`src/inc/wdt_pkg.sv`:
```
// Package: offsets, reset values, fields and timing for the watchdog/halt block.
// Assumes a 100 MHz system clock and an Avalon-MM register slave.
package wdt_pkg;
  localparam logic [3:0] OFS_WDT_CONTROL = 4'h0;
  localparam logic [3:0] OFS_RESET_FLAGS = 4'h4;
  localparam logic [3:0] OFS_CLOCK_MODE = 4'h8;
  localparam logic [3:0] OFS_WAKE_ENABLE = 4'hC;
  localparam logic [7:0] WDT_CONTROL_RST = 8'h53;
  localparam logic [4:0] KEY_A = 5'h0A;
  localparam logic [4:0] KEY_B = 5'h15;
  localparam int KEY_LSB = 3;
  localparam int SRF_BIT = 0;
  localparam int LOW_VOLTAGE_RESET_FLAG_BIT = 2;
  localparam int HCK_BIT = 1;
  localparam int LCK_BIT = 0;
  localparam int PA_W = 8;
  localparam int CNT_W = 19;
  localparam int CLK_HZ = 100_000_000;
  localparam int LOW_SPEED_RC_HZ = 32_000;
  // Low-speed tick divider; rounded down to whole system cycles
  localparam int LOW_SPEED_RC_DIV = CLK_HZ / LOW_SPEED_RC_HZ;
  localparam int SRESET_US = 64;
  localparam int SRESET_CYC = (SRESET_US * (CLK_HZ / 1_000_000));
  localparam int RST_PULSE_CYC = 4;
  typedef enum logic [1:0] {ST_RUN, ST_HALT, ST_SRESET} pwr_state_t;
endpackage

```
`src/watchdog_halt_wakeup.sv`:
```
// Watchdog with halt entry, wake-up sources and reset-cause flags.
// Assumes the core pulses halt/clear strobes and holds state while halted.
// How it works
// Halt high-keep only: high clock on, low stops
// Halt holds memory, registers, port state
// Halt sets power-down, clears time-out flag
// Halt clears watchdog counter, counting resumes
// Wake on port fall, interrupt, overflow
// Power-down flag cleared by power-up, clear-instruction
// Halted overflow: time-out set, PC/SP reset only
// Per-pin wake enable; resume after halt
// Disabled or stack-full interrupt: resume, stays pending
// Enabled interrupt with room: normal response
// Flag already set before halt: no wake
// Watchdog counts low-speed RC, power-two divide
// Select codes map 2^8..2^18 periods
// Valid keys enable; others reset after delay
// Bad-key reset sets flag; software clears
// Key resets to enable value, select 011
// Running time-out: full reset, time-out flag set
// Counter cleared by bad key, clear, halt
// Software clears watchdog before time-out
// Halt both keeps zero: only watchdog runs
// Overflow at selected count; restart afterwards
//
// Register access over Avalon-MM and the placing of the registers were decided locally.
`timescale 1ns/1ns
module watchdog_halt_wakeup (
  input wire logic clk_sys_i,
  input wire logic nrst_i,
  input wire logic [3:0] avs_address,
  input wire logic avs_read,
  input wire logic avs_write,
  input wire logic [31:0] avs_writedata,
  output logic [31:0] avs_readdata,
  output logic avs_waitrequest,
  input wire logic halt_i,
  input wire logic clear_watchdog_i,
  input wire logic [7:0] porta_i,
  input wire logic irq_req_i,
  input wire logic irq_enabled_i,
  input wire logic stack_full_i,
  output logic halted_o,
  output logic high_clock_run_o,
  output logic low_clock_run_o,
  output logic device_reset_o,
  output logic pc_sp_reset_o,
  output logic irq_take_o,
  output logic power_down_flag_o,
  output logic timeout_flag_o
);
  wdt_pkg::pwr_state_t st_r, st_nxt;
  logic [7:0] watchdog_control_r, watchdog_control_nxt;
  logic [1:0] clock_mode_r, clock_mode_nxt;
  logic [7:0] wake_en_r, wake_en_nxt;
  logic srf_r, srf_nxt;
  logic pdf_r, pdf_nxt;
  logic to_r, to_nxt;
  logic [18:0] cnt_r, cnt_nxt;
  logic [15:0] sdly_r, sdly_nxt;
  logic [2:0] rpulse_r, rpulse_nxt;
  logic [7:0] pa_prev_r;
  logic irq_block_r, irq_block_nxt;
  logic [31:0] rdata_r, rdata_nxt;
  logic wait_r, wait_nxt;
  logic halted_nxt, hclk_nxt, lclk_nxt, dev_rst_nxt, pcsp_nxt, irq_take_nxt;
  logic tick;
  logic tick_run;
  logic key_ok;
  logic overflow;
  logic [18:0] limit;
  logic acc;
  logic wr_hit;
  logic [7:0] wd;
  logic pin_wake;

  // Watchdog clock always runs: it survives every low-power mode
  assign tick_run = 1'b1;

  low_speed_rc_tick #(.DIV(wdt_pkg::LOW_SPEED_RC_DIV)) u_tick (
    .clk_sys_i(clk_sys_i),
    .nrst_i(nrst_i),
    .run_i(tick_run),
    .tick_o(tick)
  );

  assign key_ok = (watchdog_control_r[7:wdt_pkg::KEY_LSB] == wdt_pkg::KEY_A) ||
                  (watchdog_control_r[7:wdt_pkg::KEY_LSB] == wdt_pkg::KEY_B);

  // Period table in low-speed cycles
  always_comb begin
    unique case (watchdog_control_r[2:0])
      3'h0: limit = 19'h0_0100;
      3'h1: limit = 19'h0_0400;
      3'h2: limit = 19'h0_1000;
      3'h3: limit = 19'h0_4000;
      3'h4: limit = 19'h0_8000;
      3'h5: limit = 19'h1_0000;
      3'h6: limit = 19'h2_0000;
      3'h7: limit = 19'h4_0000;
    endcase
  end

  assign overflow = tick && key_ok && (cnt_r == limit - 19'h0_0001);
  assign pin_wake = |(pa_prev_r & ~porta_i & wake_en_r);
  assign acc = (avs_read || avs_write) && wait_r;
  // Write commits only at the edge where waitrequest is seen low
  assign wr_hit = avs_write && !wait_r;
  assign wd = avs_writedata[7:0];

  always_comb begin
    st_nxt = st_r;
    watchdog_control_nxt = watchdog_control_r;
    clock_mode_nxt = clock_mode_r;
    wake_en_nxt = wake_en_r;
    srf_nxt = srf_r;
    pdf_nxt = pdf_r;
    to_nxt = to_r;
    cnt_nxt = cnt_r;
    sdly_nxt = sdly_r;
    rpulse_nxt = (rpulse_r != 3'h0) ? rpulse_r - 3'h1 : 3'h0;
    irq_block_nxt = irq_block_r;
    rdata_nxt = rdata_r;
    wait_nxt = 1'b1;
    pcsp_nxt = 1'b0;
    irq_take_nxt = 1'b0;
    // Register slave: one wait cycle, then answer
    if (acc) begin
      wait_nxt = 1'b0;
      rdata_nxt = 32'h0000_0000;
      unique case (avs_address)
        wdt_pkg::OFS_WDT_CONTROL: rdata_nxt[7:0] = watchdog_control_r;
        wdt_pkg::OFS_RESET_FLAGS: rdata_nxt[wdt_pkg::SRF_BIT] = srf_r;
        wdt_pkg::OFS_CLOCK_MODE: rdata_nxt[1:0] = clock_mode_r;
        wdt_pkg::OFS_WAKE_ENABLE: rdata_nxt[7:0] = wake_en_r;
        default: rdata_nxt = 32'h0000_0000;
      endcase
    end
    if (wr_hit) begin
      begin
        unique case (avs_address)
          wdt_pkg::OFS_WDT_CONTROL: watchdog_control_nxt = wd;
          wdt_pkg::OFS_RESET_FLAGS: begin
            // Only a written zero clears
            if (!wd[wdt_pkg::SRF_BIT]) begin
              srf_nxt = 1'b0;
            end
          end
          wdt_pkg::OFS_CLOCK_MODE: clock_mode_nxt = wd[1:0];
          wdt_pkg::OFS_WAKE_ENABLE: wake_en_nxt = wd;
          default: ;
        endcase
      end
    end
    if (tick && key_ok) begin
      cnt_nxt = overflow ? 19'h0_0000 : cnt_r + 19'h0_0001;
    end
    unique case (st_r)
      wdt_pkg::ST_RUN: begin
        if (!key_ok) begin
          // Bad key: counter held clear, reset after delay
          cnt_nxt = 19'h0_0000;
          st_nxt = wdt_pkg::ST_SRESET;
          sdly_nxt = 16'(wdt_pkg::SRESET_CYC - 1);
        end else if (overflow) begin
          to_nxt = 1'b1;
          rpulse_nxt = 3'(wdt_pkg::RST_PULSE_CYC);
        end else if (halt_i) begin
          st_nxt = wdt_pkg::ST_HALT;
          pdf_nxt = 1'b1;
          to_nxt = 1'b0;
          cnt_nxt = 19'h0_0000;
          irq_block_nxt = irq_req_i;
        end else if (clear_watchdog_i) begin
          cnt_nxt = 19'h0_0000;
          pdf_nxt = 1'b0;
        end
      end
      wdt_pkg::ST_HALT: begin
        // Registers and ports frozen: only the flags below and the watchdog counter change
        if (overflow) begin
          to_nxt = 1'b1;
          pcsp_nxt = 1'b1;
          st_nxt = wdt_pkg::ST_RUN;
        end else if (pin_wake) begin
          st_nxt = wdt_pkg::ST_RUN;
        end else if (irq_req_i && !irq_block_r) begin
          st_nxt = wdt_pkg::ST_RUN;
          // Enabled with stack room takes the vector, else stays pending
          irq_take_nxt = irq_enabled_i && !stack_full_i;
        end
      end
      wdt_pkg::ST_SRESET: begin
        cnt_nxt = 19'h0_0000;
        if (sdly_r == 16'h0000) begin
          st_nxt = wdt_pkg::ST_RUN;
          srf_nxt = 1'b1;
          watchdog_control_nxt = wdt_pkg::WDT_CONTROL_RST;
          rpulse_nxt = 3'(wdt_pkg::RST_PULSE_CYC);
        end else begin
          sdly_nxt = sdly_r - 16'h0001;
        end
      end
      default: st_nxt = wdt_pkg::ST_RUN;
    endcase
    halted_nxt = (st_nxt == wdt_pkg::ST_HALT);
    // High clock kept only by its keep bit while halted
    hclk_nxt = !halted_nxt || clock_mode_nxt[wdt_pkg::HCK_BIT];
    lclk_nxt = !halted_nxt || clock_mode_nxt[wdt_pkg::LCK_BIT];
    dev_rst_nxt = (rpulse_nxt != 3'h0);
  end

  always_ff @(posedge clk_sys_i or negedge nrst_i) begin
    if (!nrst_i) begin
      st_r <= wdt_pkg::ST_RUN;
      watchdog_control_r <= wdt_pkg::WDT_CONTROL_RST;
      clock_mode_r <= 2'h0;
      wake_en_r <= 8'h00;
      srf_r <= 1'b0;
      pdf_r <= 1'b0;
      to_r <= 1'b0;
      cnt_r <= 19'h0_0000;
      sdly_r <= 16'h0000;
      rpulse_r <= 3'h0;
      pa_prev_r <= 8'hFF;
      irq_block_r <= 1'b0;
      rdata_r <= 32'h0000_0000;
      wait_r <= 1'b1;
      halted_o <= 1'b0;
      high_clock_run_o <= 1'b1;
      low_clock_run_o <= 1'b1;
      device_reset_o <= 1'b0;
      pc_sp_reset_o <= 1'b0;
      irq_take_o <= 1'b0;
    end else begin
      st_r <= st_nxt;
      watchdog_control_r <= watchdog_control_nxt;
      clock_mode_r <= clock_mode_nxt;
      wake_en_r <= wake_en_nxt;
      srf_r <= srf_nxt;
      pdf_r <= pdf_nxt;
      to_r <= to_nxt;
      cnt_r <= cnt_nxt;
      sdly_r <= sdly_nxt;
      rpulse_r <= rpulse_nxt;
      pa_prev_r <= porta_i;
      irq_block_r <= irq_block_nxt;
      rdata_r <= rdata_nxt;
      wait_r <= wait_nxt;
      halted_o <= halted_nxt;
      high_clock_run_o <= hclk_nxt;
      low_clock_run_o <= lclk_nxt;
      device_reset_o <= dev_rst_nxt;
      pc_sp_reset_o <= pcsp_nxt;
      irq_take_o <= irq_take_nxt;
    end
  end

  assign avs_readdata = rdata_r;
  assign avs_waitrequest = wait_r;
  assign power_down_flag_o = pdf_r;
  assign timeout_flag_o = to_r;
endmodule

```
`src/low_speed_rc_tick.sv`:
```
// Divider making a one-cycle low-speed RC tick enable from the system clock.
// Assumes one system clock; the tick can be gated off for clock-stop modes.
`timescale 1ns/1ns
module low_speed_rc_tick #(
  parameter int DIV = 3125
) (
  input wire logic clk_sys_i,
  input wire logic nrst_i,
  input wire logic run_i,
  output logic tick_o
);
  logic [15:0] cnt_r;
  logic [15:0] cnt_nxt;
  logic tick_nxt;

  always_comb begin
    cnt_nxt = cnt_r;
    tick_nxt = 1'b0;
    if (run_i) begin
      if (cnt_r == 16'(DIV - 1)) begin
        cnt_nxt = 16'h0000;
        tick_nxt = 1'b1;
      end else begin
        cnt_nxt = cnt_r + 16'h0001;
      end
    end
  end

  always_ff @(posedge clk_sys_i or negedge nrst_i) begin
    if (!nrst_i) begin
      cnt_r <= 16'h0000;
      tick_o <= 1'b0;
    end else begin
      cnt_r <= cnt_nxt;
      tick_o <= tick_nxt;
    end
  end
endmodule

```
`config.mk`:
```
export PLATFORM = sky130hd
export DESIGN_NAME = watchdog_halt_wakeup
export DESIGN_NICKNAME = d
export VERILOG_FILES = /design/src/inc/wdt_pkg.sv /design/src/watchdog_halt_wakeup.sv /design/src/low_speed_rc_tick.sv
export SDC_FILE = /design/constraint.sdc
export NUM_CORES = 1
export LEC_CHECK = 0
export ABC_AREA = 1
export BUFFER_PORTS_ARGS = -buffer_cell sky130_fd_sc_hd__buf_2
export CORE_UTILIZATION = 57
export DETAILED_ROUTE_END_ITERATION = 16
export GPL_ROUTABILITY_DRIVEN = 0
export PLACE_DENSITY = 0.78
export SLEW_MARGIN = 0
export SYNTH_ARGS = -nofsm -noshare
export SYNTH_HDL_FRONTEND = slang
export SYNTH_SLANG_ARGS = --single-unit
export TNS_END_PERCENT = 1
```
`constraint.sdc`:
```
create_clock -name clk_sys_i -period 2.5 [get_ports clk_sys_i]
set_input_delay 0.5 -clock clk_sys_i [delete_from_list [all_inputs] [get_ports clk_sys_i]]
set_output_delay 0.5 -clock clk_sys_i [all_outputs]
set_load 0.01 [all_outputs]
```
* After elaboration in Yosys (flattened, before gate mapping) *
Memory sizes are Yosys's and may differ from the RTL's.
Cells that the tools add are included.

operators by class
  $add $sub $neg = 5
  equal/unequal tests = 15
  multiplexer cells = 53
  bitwise operators = 4
  reductions and logical operators = 28

operators with widths
  cell                   number
  $mux 19                6
  $mux 16                3
  $pmux 19 s2            1
  $mux 8                 4
  $pmux 16 s2            1
  $add 19x1->19 const B  1
  $eq 19x19->1           1
  $mux 1                 19
  $sub 19x1->19 const B  1
  $mux 2                 9
  $add 16x1->16 const B  1
  $and 8x8->8            2
  $eq 16x12->1 const B   1
  $logic_not 16->1       1
  $sub 16x1->16 const B  1
  $mux 3                 4
  $pmux 6 s2             1
  $reduce_and 4->1       3
  $eq 4x4->1 const B     2
  $ne 2x2->1 const B     4
  $not 8->8              1
  $reduce_or 8->1        1
  $logic_and 1x1->1      6
  $pmux 2 s3             1
  other kinds (20)       30

word-level totals
  flip-flop bits (word level) = 102
  bits in read-only memories = 64
  input port bits = 53
  output and inout port bits = 41
  word-level logic and storage cells = 128
  memories kept = 1

memories
  name             depth  width  read ports  clocked after memory_dff  write ports  RTL line                    source
  (no name shown)  8      8      1           0                         0            watchdog_halt_wakeup.sv:92  unique case (watchdog_control_r[2:0])

* Longest topological paths before layout *
  depth after elaboration = 11
  gate-level depth with buffers = 18
  depth with buffers taken out = 16

* Cells and area by module *
Synthesis repeated with hierarchy kept, for this count alone.

unflattened totals
  cell total of the unflattened synthesis = 749
  area total of the unflattened synthesis = 5739.3 um2

by module, submodules not included
  module                times used  cells each  area an instance (um2)  seq. area each (um2)
  watchdog_halt_wakeup  1           588         4628.2                  2145.8
  low_speed_rc_tick     1           161         1111.1                  425.4

* Worst setup path after synthesis *
OpenSTA, ideal clock, no wires.

  path kind = flip-flop to flip-flop
  start = register watchdog_control_r[1]
  end = register cnt_r[0]
  setup time = 0.118 ns
  arrival = 2.011 ns
  data required time = 2.382 ns
  path slack = 0.371 ns
  stages on the path, launching flop included = 17
  buffers on the path = 2
  period minus slack after synthesis = 2.129 ns
  cell sequence = dfstp_2 > buf_2 > inv_1 > nand3_1 > ha_1 > inv_1 > nand2_1 > nand2_1 > nand2_1 > nand2_1 > nor2_1 > nand3_1 > nor2_2 > nand2_4 > buf_6 > o21bai_2 > nor2_1

between the ends
  longest elaborated chain between the ends = 11

ends and longest elaborated chain
  item                      RTL line                     source
  start: declaration        watchdog_halt_wakeup.sv:53   logic [7:0] watchdog_control_r, watchdog_control_nxt;
  start signal: assignment  watchdog_halt_wakeup.sv:216  watchdog_control_r <= wdt_pkg::WDT_CONTROL_RST;
  start signal: assignment  watchdog_halt_wakeup.sv:237  watchdog_control_r <= watchdog_control_nxt;
  $mem_v2 8x8 (*)           n/a
  $sub 19x1->19 (*)         watchdog_halt_wakeup.sv:104  assign overflow = tick && key_ok && (cnt_r == limit - 19'h0_0001);
  $eq 19x19->1 (*)          watchdog_halt_wakeup.sv:104
  $logic_and 1x1->1 (*)     watchdog_halt_wakeup.sv:104
  $mux 19                   watchdog_halt_wakeup.sv:156  cnt_nxt = overflow ? 19'h0_0000 : cnt_r + 19'h0_0001;
  $mux 19                   watchdog_halt_wakeup.sv:155  if (tick && key_ok) begin
  $mux 19                   watchdog_halt_wakeup.sv:174  end else if (clear_watchdog_i) begin
  $mux 19                   watchdog_halt_wakeup.sv:168  end else if (halt_i) begin
  $mux 19                   watchdog_halt_wakeup.sv:165  end else if (overflow) begin
  $mux 19                   watchdog_halt_wakeup.sv:160  if (!key_ok) begin
  $pmux 19 s2 (*)           watchdog_halt_wakeup.sv:158  unique case (st_r)
  named net cnt_nxt[0]      watchdog_halt_wakeup.sv:59   logic [18:0] cnt_r, cnt_nxt;
  end signal: assignment    watchdog_halt_wakeup.sv:243  cnt_r <= cnt_nxt;
  end: declaration          watchdog_halt_wakeup.sv:59

The timed path passes the listed nets; every way through them passes the cells marked *.
A chain may end at the register's enable or synchronous reset.

* Worst setup path in the final report *
  start = register watchdog_control_r[0]
  end = register device_reset_o

between the ends
  longest elaborated chain between the ends = 8

ends and longest elaborated chain
  item                     RTL line                     source
  $mem_v2 8x8              n/a
  $sub 19x1->19            watchdog_halt_wakeup.sv:104
  $eq 19x19->1             watchdog_halt_wakeup.sv:104
  $logic_and 1x1->1        watchdog_halt_wakeup.sv:104
  $mux 3                   watchdog_halt_wakeup.sv:165
  $mux 3                   watchdog_halt_wakeup.sv:160
  $pmux 3 s2               watchdog_halt_wakeup.sv:158
  named net rpulse_nxt[1]  watchdog_halt_wakeup.sv:61   logic [2:0] rpulse_r, rpulse_nxt;
  $reduce_bool 3->1        watchdog_halt_wakeup.sv:210  dev_rst_nxt = (rpulse_nxt != 3'h0);
  named net dev_rst_nxt    watchdog_halt_wakeup.sv:66   logic halted_nxt, hclk_nxt, lclk_nxt, dev_rst_nxt, pcsp_nxt, irq_take_nxt;
  end signal: assignment   watchdog_halt_wakeup.sv:253  device_reset_o <= dev_rst_nxt;
  end: declaration         watchdog_halt_wakeup.sv:46   output logic device_reset_o,

The timed path passes the listed nets, and every way through them passes these cells.

==> impl_metrics.tcl <==
set metrics [dict create \
    status "complete, no violations" \
    seqCellArea_um2 2570 \
    layout_common_cells "nand2_1 (173), inv_1 (97), nor2_1 (90), dfrtp_1 (87), nand3_1 (53)" \
    syn_area_um2 5460 \
    avgRoutedWirePerCell_um 13.0 \
    p_per_area_nw_per_um2 675 \
    cts.htree.levels 3 \
    die_w_um 99.9 \
    worst_slew_margin_rel_pct 58.8 \
    slowest_delay_ns 0.60 \
    antenna_found_initial 0 \
    period_minus_slack_ns 2.33 \
    vias_per_cell 5.16 \
    drt_iter0_markers 208 \
    critPathMaxFanout 15 \
    syn_to_final_growth_pct 9.66 \
    vias 4615 \
    setup_ws_ns 0.166 \
    hold_class "input port to register" \
    clock-sinks 102 \
    critical_path.cell_chain "nand3_1, ha_2, inv_1, nand2_1, nand2_1, nor2_1, nand2_1, nor2_1, nand2_1, nor2_2, nand2_4, nand2_1, nand2_1, nor2_1, nand2_1" \
    ant_nets 0 \
    grt_setup_unrepaired "false" \
    cellLeakagePower_uw 0.00299 \
    grt_pass1_wl_um 19900 \
    async_flop_share_pct 100 \
    crit_type "register to register" \
    routed_wl_um 11600 \
    final_max_slew_viol_count 0 \
    cts_buffer_depth 2 \
    cts_tree "built" \
    clk_pin_slew_ns 0.10 \
    grt_use_total_pct 25.4 \
    fin_cells 894 \
    grt_max_degree 53 \
    design_area_um2 5990 \
    startpoint_type "register" \
    port_buffers 45 \
    crit_path_end_kind "register" \
    multiInputGateArea_um2 2370 \
    finalCritPeriodShare_pct 93.4 \
    drc 0 \
    dp_cells 875 \
    final_common_cell "nand2_1" \
    slowest_stage "dfstp_2" \
    required_ns 2.76 \
    dpl_worst_slack_ns -0.0108 \
    syn_inst 703 \
    start_util_pct 58.9 \
    placementRows 35 \
    diodes 0 \
    worst_pin_slew_ns 0.612 \
    finClkSkew_ns 0.0123 \
    ys.warnings.count 0 \
    nNetsFinal 818 \
    dieArea_um2 9980 \
    core_area_um2 9280 \
    avgSynthCellArea_um2 7.77 \
    maxCapViolations 0 \
    cts_buffers 9 \
    p_total_uw 4040 \
    placed_cell_area_um2 5780 \
    startpoint "watchdog_control_r[0]" \
    max_clock_freq_ghz 0.428 \
    root_buffer "clkbuf_8" \
    grt_pass1_vias 4467 \
    setup_violations 0 \
    r2r_start "watchdog_control_r[0]" \
    ys_types 43 \
    ys.flop_type "dfrtp_1" \
    hold_ws_ns 0.212 \
    arrival_ns 2.59 \
    hold_viol_final 0 \
    die_y_um 99.9 \
    cp_common_cell "nand2_1" \
    synth-seq-area-share_pct 47.1 \
    synth_seq_cells 102 \
    fill_cells 816 \
    top_level_ports 94 \
    firstDrtPassIters 5 \
    holdCritStartpoint "porta_i[0]" \
    overflow 0 \
    clock_latency_ns 0.38 \
    vdd_drop_max_mv 0.542 \
    drive_gt1_share_pct 14.1 \
    synth-edff-count 0 \
    hpwl_um 8690 \
]
## area by class of cell
cell class	count	area share (%)
inverters	100	6.31
repair buffers	57	5.55
multi-input cells	490	39.5
well taps	129	2.69
flip-flops and latches	102	42.9
clock buffers	9	2.07
clock inverters	7	0.940
## critical path: cells and delay by family (launching register included)
kind	cells	cell delay (ns)
adder cells (fa/ha/maj)	1	0.34
buffers and inverters	1	0.04
flip-flops	1	0.60
AND/OR/NAND/NOR	13	1.24
## sequential cells by signal, summed over array words and instances, names as in the netlist, 2 cells and up
name and flops:
cnt_r 19, sdly_r 16, u_tick.cnt_r 16, avs_readdata 8, pa_prev_r 8, wake_en_r 8, watchdog_control_r 8, rpulse_r 3
clock_mode_r 2, st_r 2
## synthesized netlist by cell type, types with 3 or more instances
master,count,area (um2)
o31ai_1,3,22.5
nor2_1,90,338
nand2_2,4,25.0
a21oi_1,12,60.1
nand2_1,173,649
nand4_1,11,68.8
dfstp_2,15,394
nor2_2,5,31.3
or2_2,3,18.8
nand3_1,53,265
nor3_1,13,65.1
buf_4,26,195
ha_1,5,62.6
o21ai_0,27,135
o211ai_1,10,75.1
nor4_1,4,25.0
o22ai_1,7,43.8
dfrtp_1,87,2180
xnor2_1,6,52.6
xor2_1,15,131
inv_1,97,364
clkbuf_1,4,15.0
a31oi_1,4,25.0
## per-stage QoR
stage / util (%) / setup TNS (ns)
2_1_floorplan: - / 0
5_1_grt: 64.5 / 0
6_report: 64.5 / 0
4_1_cts: 64.3 / 0
3_3_place_gp: 62.2 / 0
3_5_place_dp: 62.2 / -0.0108
## metal layers
layer,up-vias,global-route usage [%],share of wire [%]
met2,115,42.1,49
met3,21,5.29,4.6
li1,2302,-,-
met1,2177,32.5,44
met4,0,10.9,2.1
met5,-,0,0
## logic make-up (layout without fill, tap and decap cells)
kind of cell | count (synthesis) | after routing | share of synthesized area (%)
AND/OR/NAND/NOR | 362 | 362 | 28.1
buffers and inverters | 134 | 173 | 11.3
flip-flops | 102 | 102 | 47.1
AO/OA/AOI/OAI | 76 | 76 | 8.50
XOR/XNOR | 21 | 21 | 3.37
adder cells (fa/ha/maj) | 5 | 5 | 1.14
multiplexers | 2 | 2 | 0.412
other | 1 | 24 | 0.0686
## power breakdown
group          leakage (uW)  total, uW  internal [uW]  switching (uW)
clock network     0.0000959        986            376             610
registers           0.00128       2040           1870             169
logic               0.00162       1020            365             653
## worst paths after layout
path / to / slack [ns] / cells past startpoint
min in group asynchronous: cnt_r[13] / 0.52 / 2
max: device_reset_o / 0.17 / 15
max reg2reg: device_reset_o / 0.17 / 15
min reg2reg: avs_readdata[7] / 0.49 / 2
min: pa_prev_r[0] / 0.21 / 1
max in group asynchronous: watchdog_control_r[1] / 1.25 / 3
## repair_timing
| item | in CTS | in global routing |
|---|---|---|
| resized for setup | 1 | 3 |
| pin swaps | 0 | 1 |
| setup buffers | 0 | 2 |
| hold endpoints to repair | 12 | 0 |
| setup endpoints to repair | 1 | 20 |
| hold buffers | 1 | 0 |
Power figures use the tool's default switching activity.
